## src/hw/io_expander_pkg.sv

```systemverilog
// shared constants, field layout and types of the i/o expander port logic
package io_expander_pkg;

  localparam int NUM_PORTS    = 8;
  localparam int PORT_W       = 8;
  localparam int NUM_PINS     = NUM_PORTS * PORT_W;
  localparam int NUM_PWM      = 16;
  localparam int PWM_W        = 8;
  localparam int ADDR_PINS    = 6;
  localparam int NUM_CLK_SRC  = 6;

  // bus address layout: adr[11:10] region, then index fields
  localparam logic [1:0] REGION_PORT   = 2'h0;
  localparam logic [1:0] REGION_GLOBAL = 2'h1;
  localparam logic [1:0] REGION_PWM    = 2'h2;

  localparam logic [2:0] REG_OUT    = 3'h0;
  localparam logic [2:0] REG_IN     = 3'h1;
  localparam logic [2:0] REG_INV    = 3'h2;
  localparam logic [2:0] REG_PWMSEL = 3'h3;
  localparam logic [2:0] REG_MASK   = 3'h4;
  localparam logic [2:0] REG_STAT   = 3'h5;
  localparam logic [2:0] REG_DRIVE  = 3'h6;

  localparam logic [3:0] GREG_CFG     = 4'h0;
  localparam logic [3:0] GREG_PWMSTAT = 4'h1;

  // configuration register fields
  localparam int CFG_EE_DIS_BIT   = 0;
  localparam int CFG_WD_EN_BIT    = 1;
  localparam int CFG_PWM_INT_BIT  = 2;
  localparam int CFG_ADDR_CNT_LSB = 4;

  // pwm channel register fields
  localparam int PWM_DUTY_LSB   = 0;
  localparam int PWM_PERIOD_LSB = 8;
  localparam int PWM_CLKSEL_LSB = 16;

  // reset values
  localparam logic [31:0] CFG_RST   = 32'h00000000;
  localparam logic [7:0]  OUT_RST   = 8'hFF;
  localparam logic [7:0]  INV_RST   = 8'h00;
  localparam logic [7:0]  PSEL_RST  = 8'h00;
  localparam logic [7:0]  MASK_RST  = 8'h00;
  localparam logic [31:0] PWM_RST   = 32'h0000FF80;

  // slave address bases before address pins are merged in
  localparam logic [6:0] PORT_SLAVE_BASE = 7'h20;
  localparam logic [6:0] EE_SLAVE_BASE   = 7'h50;

  // pin numbers of the shared configuration pins: port 2 bits 0..3, port 1 bits 5..7
  localparam int WD_PIN = 19;
  localparam int ADDR_PIN_MAP [ADDR_PINS] = '{16, 17, 18, 13, 14, 15};

  // clock sources: divider taps of the free running prescaler
  localparam logic [15:0] CLK_SRC_MASK [NUM_CLK_SRC] =
    '{16'h0000, 16'h0001, 16'h0003, 16'h000F, 16'h003F, 16'h00FF};

  typedef enum logic [2:0] {
    DRV_PULL_UP,
    DRV_PULL_DN,
    DRV_OD_HIGH,
    DRV_OD_LOW,
    DRV_STRONG_FAST,
    DRV_STRONG_SLOW,
    DRV_HIZ
  } driveMode_t;

endpackage

```

## src/hw/io_expander_port.sv

```systemverilog
// port, pwm, interrupt, address and eeprom-gate logic of the i/o expander
`timescale 1ns/1ps

// What this block does
// - writing an output register drives the pins at once, per drive mode
// - reading the input register returns present pin levels, never the output register
// - input and output storage are separate so pulled pins read back real levels
// - set inversion bits flip the sampled level before it reaches the input register
// - set pwm selection bits route a pwm output to the pin instead
// - each pin takes one of seven drive modes, chosen per pin
// - after reset without stored defaults every pin is pulled-up
// - every port has its own interrupt mask and status register
// - a status bit sets when its input changed since the last status read
// - reading a status register returns its bits and clears it
// - mask bit one blocks that input from the interrupt; zero allows it
// - interrupt signals input changes and pwm output state changes
// - while write-disable is high every user eeprom write is rejected
// - a configuration setting blocks every eeprom read and write
// - stored port and pwm defaults are reloaded and applied after power-on
// - four port 2 pins and three port 1 pins are gpio or write-disable/address
// - fixed plus up to six optional address pins form the bus address
// - optional address pins not used for address stay ordinary gpio
// - each pwm has 8-bit resolution and one of six clock sources
// - two slaves, port expander and eeprom, chosen by upper address bits, or by the pointer byte msb when all six address pins are in use
module io_expander_port (
  input  wire logic        clk,
  input  wire logic        rst_b,
  input  wire logic        cyc_i,
  input  wire logic        stb_i,
  input  wire logic        we_i,
  input  wire logic [11:0] adr_i,
  input  wire logic [3:0]  sel_i,
  input  wire logic [31:0] dat_i,
  output logic      [31:0] dat_o,
  output logic             ack_o,
  input  wire logic        loadStb,
  input  wire logic [11:0] loadAdr,
  input  wire logic [31:0] loadDat,
  input  wire logic [63:0] pinIn,
  output logic      [63:0] pinOut,
  output logic      [63:0] pinOe,
  output logic      [63:0] pinPullUp,
  output logic      [63:0] pinPullDn,
  output logic      [63:0] pinSlow,
  output logic      [15:0] pulseWidthChannels,
  output logic             intOut,
  input  wire logic        fixedAddrPin,
  input  wire logic [6:0]  i2cAddr,
  input  wire logic        cmdMsb,
  output logic             selPort,
  output logic             selEeprom,
  output logic      [6:0]  portSlaveAddr,
  output logic      [6:0]  eepromSlaveAddr,
  input  wire logic        eeReq,
  input  wire logic        eeWrite,
  input  wire logic        eeUserRegion,
  output logic             eeAllow,
  output logic             eepromWriteBlock
);

  localparam int NP = io_expander_pkg::NUM_PORTS;
  localparam int NW = io_expander_pkg::NUM_PWM;

  logic [7:0]  outReg_q   [NP];
  logic [7:0]  invReg_q   [NP];
  logic [7:0]  pwmSel_q   [NP];
  logic [7:0]  mask_q     [NP];
  logic [7:0]  stat_q     [NP];
  logic [23:0] drive_q    [NP];
  logic [31:0] pwmCfg_q   [NW];
  logic [7:0]  pwmCnt_q   [NW];
  logic [31:0] cfg_q;
  logic [15:0] pwmOut_q;
  logic [15:0] pwmStat_q;
  logic [15:0] pwmPrev_q;
  logic [15:0] prescale_q;
  logic [63:0] pinPrev_q;
  logic        primed_q;
  logic        ack_q;
  logic [31:0] rdData_q;
  logic [6:0]  portAddr_q;
  logic [6:0]  eeAddr_q;

  function automatic logic [31:0] mergeBytes(input logic [31:0] old,
                                             input logic [31:0] nw,
                                             input logic [3:0]  be);
    logic [31:0] res;
    res = old;
    for (int b = 0; b < 4; b++) begin
      if (be[b]) begin
        res[b*8 +: 8] = nw[b*8 +: 8];
      end
    end
    return res;
  endfunction

  function automatic logic srcTick(input logic [2:0] sel, input logic [15:0] div);
    logic [15:0] m;
    m = (int'(sel) < io_expander_pkg::NUM_CLK_SRC) ? io_expander_pkg::CLK_SRC_MASK[sel]
                                                   : io_expander_pkg::CLK_SRC_MASK[0];
    return (div & m) == m;
  endfunction

  // loader has priority; the bus waits while defaults are being replayed
  wire        busAct  = cyc_i & stb_i & ~ack_q & ~loadStb;
  wire        wrEn    = loadStb | (busAct & we_i);
  wire        rdEn    = busAct & ~we_i;
  wire [11:0] acAdr   = loadStb ? loadAdr : adr_i;
  wire [31:0] wrDat   = loadStb ? loadDat : dat_i;
  wire [3:0]  wrSel   = loadStb ? 4'hF : sel_i;
  wire [1:0]  region  = acAdr[11:10];
  wire [2:0]  portIdx = acAdr[7:5];
  wire [2:0]  regIdx  = acAdr[4:2];
  wire [3:0]  subIdx  = acAdr[5:2];
  wire        inPort  = region == io_expander_pkg::REGION_PORT && acAdr[9:8] == 2'h0;
  wire        inGlob  = region == io_expander_pkg::REGION_GLOBAL && acAdr[9:6] == 4'h0;
  wire        inPwm   = region == io_expander_pkg::REGION_PWM && acAdr[9:6] == 4'h0;
  wire        rdPwmSt = rdEn & inGlob & (subIdx == io_expander_pkg::GREG_PWMSTAT);

  wire        eeDis    = cfg_q[io_expander_pkg::CFG_EE_DIS_BIT];
  wire        wdEn     = cfg_q[io_expander_pkg::CFG_WD_EN_BIT];
  wire        pwmIntEn = cfg_q[io_expander_pkg::CFG_PWM_INT_BIT];
  wire [2:0]  cntRaw   = cfg_q[io_expander_pkg::CFG_ADDR_CNT_LSB +: 3];
  wire [2:0]  addrCnt  = (cntRaw > 3'h6) ? 3'h6 : cntRaw;
  wire        fullAddr = addrCnt == 3'h6;

  wire [63:0] pinChg = primed_q ? (pinIn ^ pinPrev_q) : 64'h0;

  logic [63:0] reserved;
  logic [6:0]  addrVec;
  logic [7:0]  portPend;
  logic [31:0] rdMux;

  // only pins claimed by the configuration leave gpio duty
  always_comb begin
    reserved = 64'h0;
    addrVec  = {6'h0, fixedAddrPin};
    for (int k = 0; k < io_expander_pkg::ADDR_PINS; k++) begin
      if (k < int'(addrCnt)) begin
        reserved[io_expander_pkg::ADDR_PIN_MAP[k]] = 1'b1;
        addrVec[k+1] = pinIn[io_expander_pkg::ADDR_PIN_MAP[k]];
      end
    end
    if (wdEn) begin
      reserved[io_expander_pkg::WD_PIN] = 1'b1;
    end
  end

  // per-pin drive from output or pwm value
  always_comb begin
    for (int i = 0; i < io_expander_pkg::NUM_PINS; i++) begin
      logic val;
      io_expander_pkg::driveMode_t mode;
      val  = pwmSel_q[i/8][i%8] ? pwmOut_q[i%NW] : outReg_q[i/8][i%8];
      mode = io_expander_pkg::driveMode_t'(drive_q[i/8][(i%8)*3 +: 3]);
      pinOut[i]    = val;
      pinOe[i]     = 1'b0;
      pinPullUp[i] = 1'b0;
      pinPullDn[i] = 1'b0;
      pinSlow[i]   = 1'b0;
      unique case (mode)
        io_expander_pkg::DRV_PULL_UP: begin
          pinOe[i]     = ~val;
          pinPullUp[i] = 1'b1;
        end
        io_expander_pkg::DRV_PULL_DN: begin
          pinOe[i]     = val;
          pinPullDn[i] = 1'b1;
        end
        io_expander_pkg::DRV_OD_HIGH:     pinOe[i] = val;
        io_expander_pkg::DRV_OD_LOW:      pinOe[i] = ~val;
        io_expander_pkg::DRV_STRONG_FAST: pinOe[i] = 1'b1;
        io_expander_pkg::DRV_STRONG_SLOW: begin
          pinOe[i]   = 1'b1;
          pinSlow[i] = 1'b1;
        end
        io_expander_pkg::DRV_HIZ:         pinOe[i] = 1'b0;
        default:                          pinOe[i] = 1'b0;
      endcase
      if (reserved[i]) begin
        pinOe[i]     = 1'b0;
        pinPullUp[i] = 1'b0;
        pinPullDn[i] = 1'b0;
      end
    end
  end

  // read data; the input register samples the pins at the access
  always_comb begin
    rdMux = 32'h0;
    if (inPort) begin
      unique case (regIdx)
        io_expander_pkg::REG_OUT:    rdMux = {24'h0, outReg_q[portIdx]};
        io_expander_pkg::REG_IN:     rdMux = {24'h0, pinIn[portIdx*8 +: 8] ^ invReg_q[portIdx]};
        io_expander_pkg::REG_INV:    rdMux = {24'h0, invReg_q[portIdx]};
        io_expander_pkg::REG_PWMSEL: rdMux = {24'h0, pwmSel_q[portIdx]};
        io_expander_pkg::REG_MASK:   rdMux = {24'h0, mask_q[portIdx]};
        io_expander_pkg::REG_STAT:   rdMux = {24'h0, stat_q[portIdx]};
        io_expander_pkg::REG_DRIVE:  rdMux = {8'h0, drive_q[portIdx]};
        default:                     rdMux = 32'h0;
      endcase
    end else if (inGlob && subIdx == io_expander_pkg::GREG_CFG) begin
      rdMux = cfg_q;
    end else if (inGlob && subIdx == io_expander_pkg::GREG_PWMSTAT) begin
      rdMux = {16'h0, pwmStat_q};
    end else if (inPwm) begin
      rdMux = {8'h0, pwmCfg_q[subIdx][23:0]};
    end
  end

  // masked status bits never reach the interrupt line
  always_comb begin
    for (int p = 0; p < NP; p++) begin
      portPend[p] = |(stat_q[p] & ~mask_q[p]);
    end
  end
  assign intOut = (|portPend) | (pwmIntEn & (|pwmStat_q));

  assign eepromWriteBlock = wdEn & pinIn[io_expander_pkg::WD_PIN];
  assign eeAllow = eeReq & ~eeDis & ~(eeWrite & eeUserRegion & eepromWriteBlock);

  // with all address pins in use the pointer byte msb chooses the slave
  assign selPort   = (i2cAddr == portAddr_q) & ~(fullAddr & cmdMsb);
  assign selEeprom = (i2cAddr == eeAddr_q) & (~fullAddr | cmdMsb);
  assign portSlaveAddr   = portAddr_q;
  assign eepromSlaveAddr = eeAddr_q;
  assign ack_o = ack_q;
  assign dat_o = rdData_q;
  assign pulseWidthChannels = pwmOut_q;

  // bus slave: one-cycle answer, unmapped reads return zero
  always_ff @(posedge clk or negedge rst_b) begin
    if (!rst_b) begin
      ack_q    <= 1'b0;
      rdData_q <= 32'h0;
    end else begin
      ack_q <= busAct;
      if (rdEn) begin
        rdData_q <= rdMux;
      end
    end
  end

  // address merged from pins, low bits widen with the configured count
  always_ff @(posedge clk or negedge rst_b) begin
    if (!rst_b) begin
      portAddr_q <= io_expander_pkg::PORT_SLAVE_BASE;
      eeAddr_q   <= io_expander_pkg::EE_SLAVE_BASE;
    end else begin
      logic [6:0] lowMask;
      lowMask    = 7'((8'h02 << addrCnt) - 8'h01);
      portAddr_q <= (io_expander_pkg::PORT_SLAVE_BASE & ~lowMask) | (addrVec & lowMask);
      eeAddr_q   <= (io_expander_pkg::EE_SLAVE_BASE & ~lowMask) | (addrVec & lowMask);
    end
  end

  // port registers; status set wins over the clear of a read
  always_ff @(posedge clk or negedge rst_b) begin
    if (!rst_b) begin
      for (int p = 0; p < NP; p++) begin
        outReg_q[p] <= io_expander_pkg::OUT_RST;
        invReg_q[p] <= io_expander_pkg::INV_RST;
        pwmSel_q[p] <= io_expander_pkg::PSEL_RST;
        mask_q[p]   <= io_expander_pkg::MASK_RST;
        stat_q[p]   <= 8'h00;
        drive_q[p]  <= 24'h000000;
      end
      cfg_q     <= io_expander_pkg::CFG_RST;
      pinPrev_q <= 64'h0;
      primed_q  <= 1'b0;
    end else begin
      pinPrev_q <= pinIn;
      primed_q  <= 1'b1;
      for (int p = 0; p < NP; p++) begin
        logic clr;
        clr = rdEn & inPort & (portIdx == 3'(p)) & (regIdx == io_expander_pkg::REG_STAT);
        stat_q[p] <= (clr ? 8'h00 : stat_q[p]) | pinChg[p*8 +: 8];
        if (wrEn && inPort && portIdx == 3'(p) && wrSel[0]) begin
          unique case (regIdx)
            io_expander_pkg::REG_OUT:    outReg_q[p] <= wrDat[7:0];
            io_expander_pkg::REG_INV:    invReg_q[p] <= wrDat[7:0];
            io_expander_pkg::REG_PWMSEL: pwmSel_q[p] <= wrDat[7:0];
            io_expander_pkg::REG_MASK:   mask_q[p]   <= wrDat[7:0];
            default: ;
          endcase
        end
        if (wrEn && inPort && portIdx == 3'(p) && regIdx == io_expander_pkg::REG_DRIVE) begin
          drive_q[p] <= 24'(mergeBytes({8'h0, drive_q[p]}, wrDat, wrSel));
        end
      end
      if (wrEn && inGlob && subIdx == io_expander_pkg::GREG_CFG) begin
        cfg_q <= mergeBytes(cfg_q, wrDat, wrSel);
      end
    end
  end

  // 8-bit pwm channels stepped by their selected prescaler tap
  always_ff @(posedge clk or negedge rst_b) begin
    if (!rst_b) begin
      prescale_q <= 16'h0000;
      pwmOut_q   <= 16'h0000;
      pwmStat_q  <= 16'h0000;
      for (int c = 0; c < NW; c++) begin
        pwmCfg_q[c] <= io_expander_pkg::PWM_RST;
        pwmCnt_q[c] <= 8'h00;
      end
    end else begin
      prescale_q <= prescale_q + 16'h0001;
      for (int c = 0; c < NW; c++) begin
        logic [7:0] per;
        logic [7:0] duty;
        per  = pwmCfg_q[c][io_expander_pkg::PWM_PERIOD_LSB +: io_expander_pkg::PWM_W];
        duty = pwmCfg_q[c][io_expander_pkg::PWM_DUTY_LSB +: io_expander_pkg::PWM_W];
        if (srcTick(pwmCfg_q[c][io_expander_pkg::PWM_CLKSEL_LSB +: 3], prescale_q)) begin
          pwmCnt_q[c] <= (pwmCnt_q[c] >= per) ? 8'h00 : pwmCnt_q[c] + 8'h01;
          pwmOut_q[c] <= pwmCnt_q[c] < duty;
        end
        if (wrEn && inPwm && subIdx == 4'(c)) begin
          pwmCfg_q[c] <= mergeBytes(pwmCfg_q[c], wrDat, wrSel) & 32'h0007FFFF;
        end
      end
      pwmStat_q <= (rdPwmSt ? 16'h0000 : pwmStat_q) | (pwmOut_q ^ pwmPrev_q);
    end
  end

  // previous pwm level for the change flags
  always_ff @(posedge clk or negedge rst_b) begin
    if (!rst_b) begin
      pwmPrev_q <= 16'h0000;
    end else begin
      pwmPrev_q <= pwmOut_q;
    end
  end
endmodule

```

## config.mk

```make
export PLATFORM = sky130hd
export DESIGN_NAME = io_expander_port
export DESIGN_NICKNAME = d
export VERILOG_FILES = /design/src/hw/io_expander_pkg.sv /design/src/hw/io_expander_port.sv
export SDC_FILE = /design/constraint.sdc
export NUM_CORES = 2
export LEC_CHECK = 0
export ABC_AREA = 1
export BUFFER_PORTS_ARGS = -buffer_cell sky130_fd_sc_hd__buf_2
export CAP_MARGIN = 40
export CORE_MARGIN = 1.5
export CORE_UTILIZATION = 53
export DETAILED_ROUTE_END_ITERATION = 10
export PLACE_DENSITY = 0.76
export SLEW_MARGIN = 20
export SYNTH_ARGS = -nofsm -noshare
export SYNTH_HDL_FRONTEND = slang
export SYNTH_SLANG_ARGS = --single-unit
```

## constraint.sdc

```tcl
create_clock -name clk -period 2.58 [get_ports clk]
set_input_delay 0.516 -clock clk [delete_from_list [all_inputs] [get_ports clk]]
set_output_delay 0.516 -clock clk [all_outputs]
set_load 0.03 [all_outputs]
```

### Word level (Yosys, flattened, before mapping)

Memory sizes are Yosys's and may differ from the RTL's.
Index checks and enable logic that the tools add are counted.

* word-level logic and storage cells: 1687
* memory bits (read-only): 2048
* output and inout bits: 388
* input port bits: 174
* memories kept: 16
* register bits: 1152

Memories
* (name not given): depth 8, bits a word 16, rd ports 1, clocked after Yosys merged registers in 0, wr ports 0, line io_expander_port.sv:99 `m = (int'(sel) < io_expander_pkg::NUM_CLK_SRC) ? io_expander_pkg::CLK_SRC_MASK[sel]`
* (name not given): depth 8, bits a word 16, rd ports 1, clocked after Yosys merged registers in 0, wr ports 0, line io_expander_port.sv:99
* (name not given): depth 8, bits a word 16, rd ports 1, clocked after Yosys merged registers in 0, wr ports 0, line io_expander_port.sv:99
* (name not given): depth 8, bits a word 16, rd ports 1, clocked after Yosys merged registers in 0, wr ports 0, line io_expander_port.sv:99
* (name not given): depth 8, bits a word 16, rd ports 1, clocked after Yosys merged registers in 0, wr ports 0, line io_expander_port.sv:99
* (name not given): depth 8, bits a word 16, rd ports 1, clocked after Yosys merged registers in 0, wr ports 0, line io_expander_port.sv:99
* +10 memories

* reductions and logical operators: 421
* equality and inequality tests: 369
* shift-type cells: 2
* bitwise operators: 173
* $lt $le $gt $ge: 73
* add/subtract/negate cells: 18
* mux-type cells: 458

Operators with widths (number)
* 16-bit 2-to-1 mux: 49
* 3-bit == test, second input constant: 136
* 3-bit by 2-bit == test with 1-bit output, second input constant: 132
* 2-bit OR reduction: 192
* 1-bit 2-to-1 mux: 290
* 8-bit 2-to-1 mux: 34
* 16-bit AND: 16
* 16-bit == test: 16
* 2-bit AND reduction: 108
* 3-bit by 1-bit == test with 1-bit output, second input constant: 66
* 3-bit logical NOT: 66
* 1-bit case mux with 3 select lines: 64
* 24-bit case mux with 7 select lines: 1
* 24-bit 2-to-1 mux: 6
* 8-bit by 1-bit adder with 8-bit output, second input constant: 16
* 32-bit binary-select mux with 4-bit select: 1
* 8-bit >= comparator: 16
* 8-bit < comparator: 16
* 8-bit binary-select mux with 3-bit select: 5
* 32-bit 2-to-1 mux: 3
* 24-bit binary-select mux with 3-bit select: 1
* 1-bit inverter: 71
* 4-bit >= comparator, second input constant: 17
* 3-bit inverter with 4-bit output: 17
* other kinds (40): 175

### Depth between registers and ports, before layout

* depth in word-level cells: 9
* gate-level depth with buffers: 18
* depth with buffers taken out: 15

### Least setup slack after synthesis

Ideal clock, no wire load.

* path type: flip-flop to output port
* from: reg outReg_q[21] (netlist bit)
* to: out pinOe[45]
* path buffers: 0
* cell stages (with the launch flop): 6
* arrival: 2.155 ns
* path slack: -0.091 ns
* required time: 2.064 ns
* cell sequence: dfstp_2 > inv_1 > o21ai_0 > o21ai_0 > a21oi_1 > xor2_1

* cells in the longest elaborated chain, start to end: 3

Ends and longest elaborated chain
* start: declaration: line io_expander_port.sv:64 `logic [7:0] outReg_q [NP];`
* start signal: indexed assignment: line io_expander_port.sv:261 `outReg_q[p] <= io_expander_pkg::OUT_RST;`
* start signal: indexed assignment: line io_expander_port.sv:280 `io_expander_pkg::REG_OUT: outReg_q[p] <= wrDat[7:0];`
* 1-bit 2-to-1 mux (*): line io_expander_port.sv:154 `val = pwmSel_q[i/8][i%8] ? pwmOut_q[i%NW] : outReg_q[i/8][i%8];`
* net pinOut[45]: line io_expander_port.sv:40 `output logic [63:0] pinOut,`
* 1-bit inverter: line io_expander_port.sv:163, io_expander_port.sv:171
* 1-bit case mux with 3 select lines (*): line io_expander_port.sv:161 `unique case (mode)`
* end: declaration: line io_expander_port.sv:41 `output logic [63:0] pinOe,`

Mark *: on every way through the listed nets, which the timed path passes. The rest lies on a longest branch.

### Worst setup path after layout

* from: reg stat_q[60] (netlist bit)
* to: out intOut

* cells in the longest elaborated chain, start to end: 3

Ends and longest elaborated chain
* start: declaration: line io_expander_port.sv:68 `logic [7:0] stat_q [NP];`
* start signal: indexed assignment: line io_expander_port.sv:277 `stat_q[p] <= (clr ? 8'h00 : stat_q[p]) | pinChg[p*8 +: 8];`
* 8-bit AND: line io_expander_port.sv:214 `portPend[p] = |(stat_q[p] & ~mask_q[p]);`
* 64-bit OR reduction: line io_expander_port.sv:217 `assign intOut = (|portPend) | (pwmIntEn & (|pwmStat_q));`
* 1-bit OR: line io_expander_port.sv:217
* end: declaration: line io_expander_port.sv:46 `output logic intOut,`

Every way passes these cells.

==> flow_summary.yaml <==
clock_tree:
  clock_path_buffers: 3
  tritoncts: "built"
  clk_latency_ns: 0.78
  cts_root_buf: "clkbuf_16"
  clkTransAtPathRegs_ns: 0.06
  numCtsBuffers: 130
  clock-sinks: 1140
  h-tree-depth: 4
timing:
  period_share: 1.15
  tightestPinTransition_ns: 0.759
  maxSlewViolCount: 0
  fmax_mhz: 336
  hold_viol: 0
  max_slew_margin: 0.492
  fin_ws_ns: -0.398
  setup_violations: 87
  finalCriticalPeriod_ns: 2.98
  rsz0062_at_grt: "true"
  fin_skew_ns: 0.0255
grt:
  busiest_layer: "met2"
  first_global_vias: 65200
  grt_overflow_total: 0
  grt_max_degree: 81
  antenna_found_initial: 23
  grt_usage: 0.448
  grtUsageMet1: 0.558
  grt_pass1_wl_um: 420000
  met3_usage: 0.130
  met2_usage: 0.663
logic_synthesis:
  synth-seq-cells: 1140
  syn_inst: 8750
  ys.flop_type: "dfrtp_1"
  synthesis.area_um2: 66000
  synthArstFlopShare: 1.00
  synth_simple_gate_area_share: 0.253
  synth_edf_count: 0
  synthAdderAreaFrac: 0.0548
  syn_area_per_cell_um2: 7.54
  yosysSeqAreaShare: 0.436
  synth_top_family_by_area: "simple AND/OR/NAND/NOR gates"
  synth.distinct_cells: 59
  synthMuxAreaShare: 0.00353
  synth_xor_area_frac: 0.0192
  synth_nets: 9213
  yosys_warnings: 0
  synth_compound_area_frac: 0.146
route:
  wirelength_um: 290000
  num_vias: 69200
  vias_per_cell: 5.95
  antenna_left: 0
  routedWlPerCell_um: 24.9
  first_pass_iters: 8
  first_iter_violations: 9229
  drc: 0
place:
  dp.final_hpwl_um: 214000
  io_buffers: 557
  placed_cells: 11200
  place.gp.congestion: 1.07
outcome:
  violations: "negative setup slack"
  status: "finished with violations"
worst_setup_path:
  worstSetupPathType: "reg2out"
  cp_data_arrival_time_ns: 2.46
  critPathRequiredTime_ns: 2.06
  startpoint_type: "register"
  critPathMaxFanout: 2
  crit_family: "simple AND/OR/NAND/NOR gates"
  worst_setup_path_end_kind: "output port"
  worstPathCellList: "inv_2, o22ai_1, nor4_2, buf_4, nand4_1, nand3b_1, buf_6"
  ff2ff_setup_slack_ns: 0.14
  crit_buf_inv: 3
  critPathMaxStageDelay_ns: 0.37
  critical_path_depth: 7
  r2r_cells: 11
  slowest_stage: "dfrtp_1"
cells_and_area:
  final_cell_mix: "nand2_1, inv_1, dfrtp_1"
  largest-register: "pwmCfg_q"
  layoutNonFillerInstCount: 11600
  n_fill_cell: 9918
  regArea_um2: 28800
  final_nets: 10400
  top_regs: "pwmCfg_q x304, drive_q x192, pwmCnt_q x128"
  drive_above_1_share: 0.236
  multi_input_area_um2: 33900
  area_delta_synth_final_pct: 29.5
  largest_reg_flops: 304
  final_common_cell: "nand2_1"
pwr:
  peakVddDrop_mv: 0.764
  power.leakage_nw: 40.8
  finalPower_w: 0.0502
  p_per_area_nw_per_um2: 588
floorplan:
  die_h_um: 356
  initial_core_util: 0.534
  fp.dieArea_um2: 127000
  core_um2: 124000
  rows: 129
  ios: 562
  fp.dieW_um: 356
hold_path:
  hp-class: "in2reg"
  holdPathStages: 3
flow_run:
  drv_cap: 0
-- metrics by stage --
step	setup TNS (ns)	area [um2]	setup slack, ns	util	hold WS (ns)
after floorplan	0	66000	0.192	-	0.220
after global placement	-250.97	75900	-0.494	0.614	0.457
after detailed placement	-266.10	75900	-0.509	0.614	0.461
after CTS	-13.48	84200	-0.416	0.681	0.0149
after global routing	-16.14	85400	-0.380	0.691	0.0484
final	-13.57	85500	-0.398	0.691	0.0459
-- layout make-up --
class / count / area share
Antenna cell: 13 / 0.000381
Clock buffer: 180 / 0.0443
Clock inverter: 55 / 0.0106
Inverter: 1077 / 0.0476
Multi-Input combinational cell: 6156 / 0.397
Sequential cell: 1140 / 0.337
Tap cell: 1637 / 0.0240
Timing Repair Buffer: 1385 / 0.139
-- worst register-to-register path, cell delays in order (launching register included) --
cell and delay (ns):
dfrtp_1 0.38, nand2_1 0.16, inv_1 0.11, buf_4 0.20, nor3_1 0.07, a211oi_1 0.20
nand2_1 0.24, inv_1 0.33, nand3_1 0.20, o21ai_0 0.27, nand2_1 0.09, nor2_1 0.10
-- logic make-up after synthesis --
| kind of cell | Yosys count |
|---|---|
| flops | 1140 |
| simple gates | 3925 |
| xor+xnor | 145 |
| buf+inv | 1454 |
| mux | 22 |
| other cells | 1 |
| fa+ha+maj | 289 |
| compound gates | 1774 |
-- power breakdown --
part | switching (W) | internal (W)
Clock | 0.00813 | 0.0124
Combinational | 0.00705 | 0.00367
Sequential | 0.000524 | 0.0184
-- path summary, 6_finish.rpt --
kind | startpoint | to
min in group asynchronous | rst_b | pwmSel_q[54]$_DFFE_PN0P_
min | loadDat[30] | cfg_q[30]$_DFFE_PN0P_
min reg2reg | pwmCfg_q[462]$_DFFE_PN1P_ | pwmCfg_q[462]$_DFFE_PN1P_
max | stat_q[60]$_DFF_PN0_ | intOut
max reg2reg | prescale_q[6]$_DFF_PN0_ | pwmCnt_q[84]$_DFFE_PN0N_
max in group asynchronous | rst_b | outReg_q[3]$_DFFE_PN1P_
-- routing by layer --
| layer | wire, um | up-vias |
|---|---|---|
| li1 | - | 30700 |
| met1 | 105000 | 32900 |
| met2 | 124000 | 4476 |
| met3 | 35800 | 1134 |
| met4 | 25200 | 14 |
| met5 | 86 | - |
-- Yosys cell counts, types with 6 or more instances --
master | count | area (um2)
xnor2_1 | 44 | 385
xor2_1 | 101 | 885
a21oi_1 | 301 | 1510
buf_1 | 15 | 56.3
o21a_1 | 87 | 653
inv_1 | 1054 | 3960
nand2_2 | 14 | 87.6
nor2_2 | 7 | 43.8
nand3_4 | 7 | 123
inv_2 | 13 | 48.8
dfrtp_1 | 929 | 23200
mux2i_1 | 21 | 210
nand2_4 | 6 | 67.6
nand3b_1 | 23 | 173
nand4_1 | 57 | 357
nand3_2 | 16 | 160
o21ai_1 | 103 | 515
nor3_4 | 11 | 179
nor3_1 | 244 | 1220
o211ai_1 | 23 | 173
a22oi_1 | 15 | 113
buf_6 | 6 | 67.6
a21boi_0 | 12 | 90.1
nor2_4 | 43 | 484
nand3_1 | 387 | 1940
clkbuf_1 | 237 | 890
o2111ai_1 | 13 | 114
o21ai_0 | 1022 | 5110
o22ai_1 | 139 | 870
nor4_1 | 29 | 181
nor3_2 | 8 | 80.1
nor2_1 | 229 | 860
clkinv_1 | 9 | 33.8
dfstp_2 | 211 | 5540
or2_2 | 32 | 200
ha_1 | 289 | 3620
o31ai_1 | 29 | 218
nand2_1 | 2806 | 10500
buf_4 | 20 | 150
buf_2 | 97 | 485
a211oi_1 | 15 | 113
-- what timing repair did --
action / in CTS / in global routing
buffers inserted: 106 / 48
setup endpoints to repair: 143 / 112
hold endpoints to repair: 75 / 0
gates resized for setup: 684 / 250
cloned: 0 / 0
pin swaps: 139 / 126
hold buffers: 65 / 0
No activity file was read; power rests on OpenSTA's default activity.
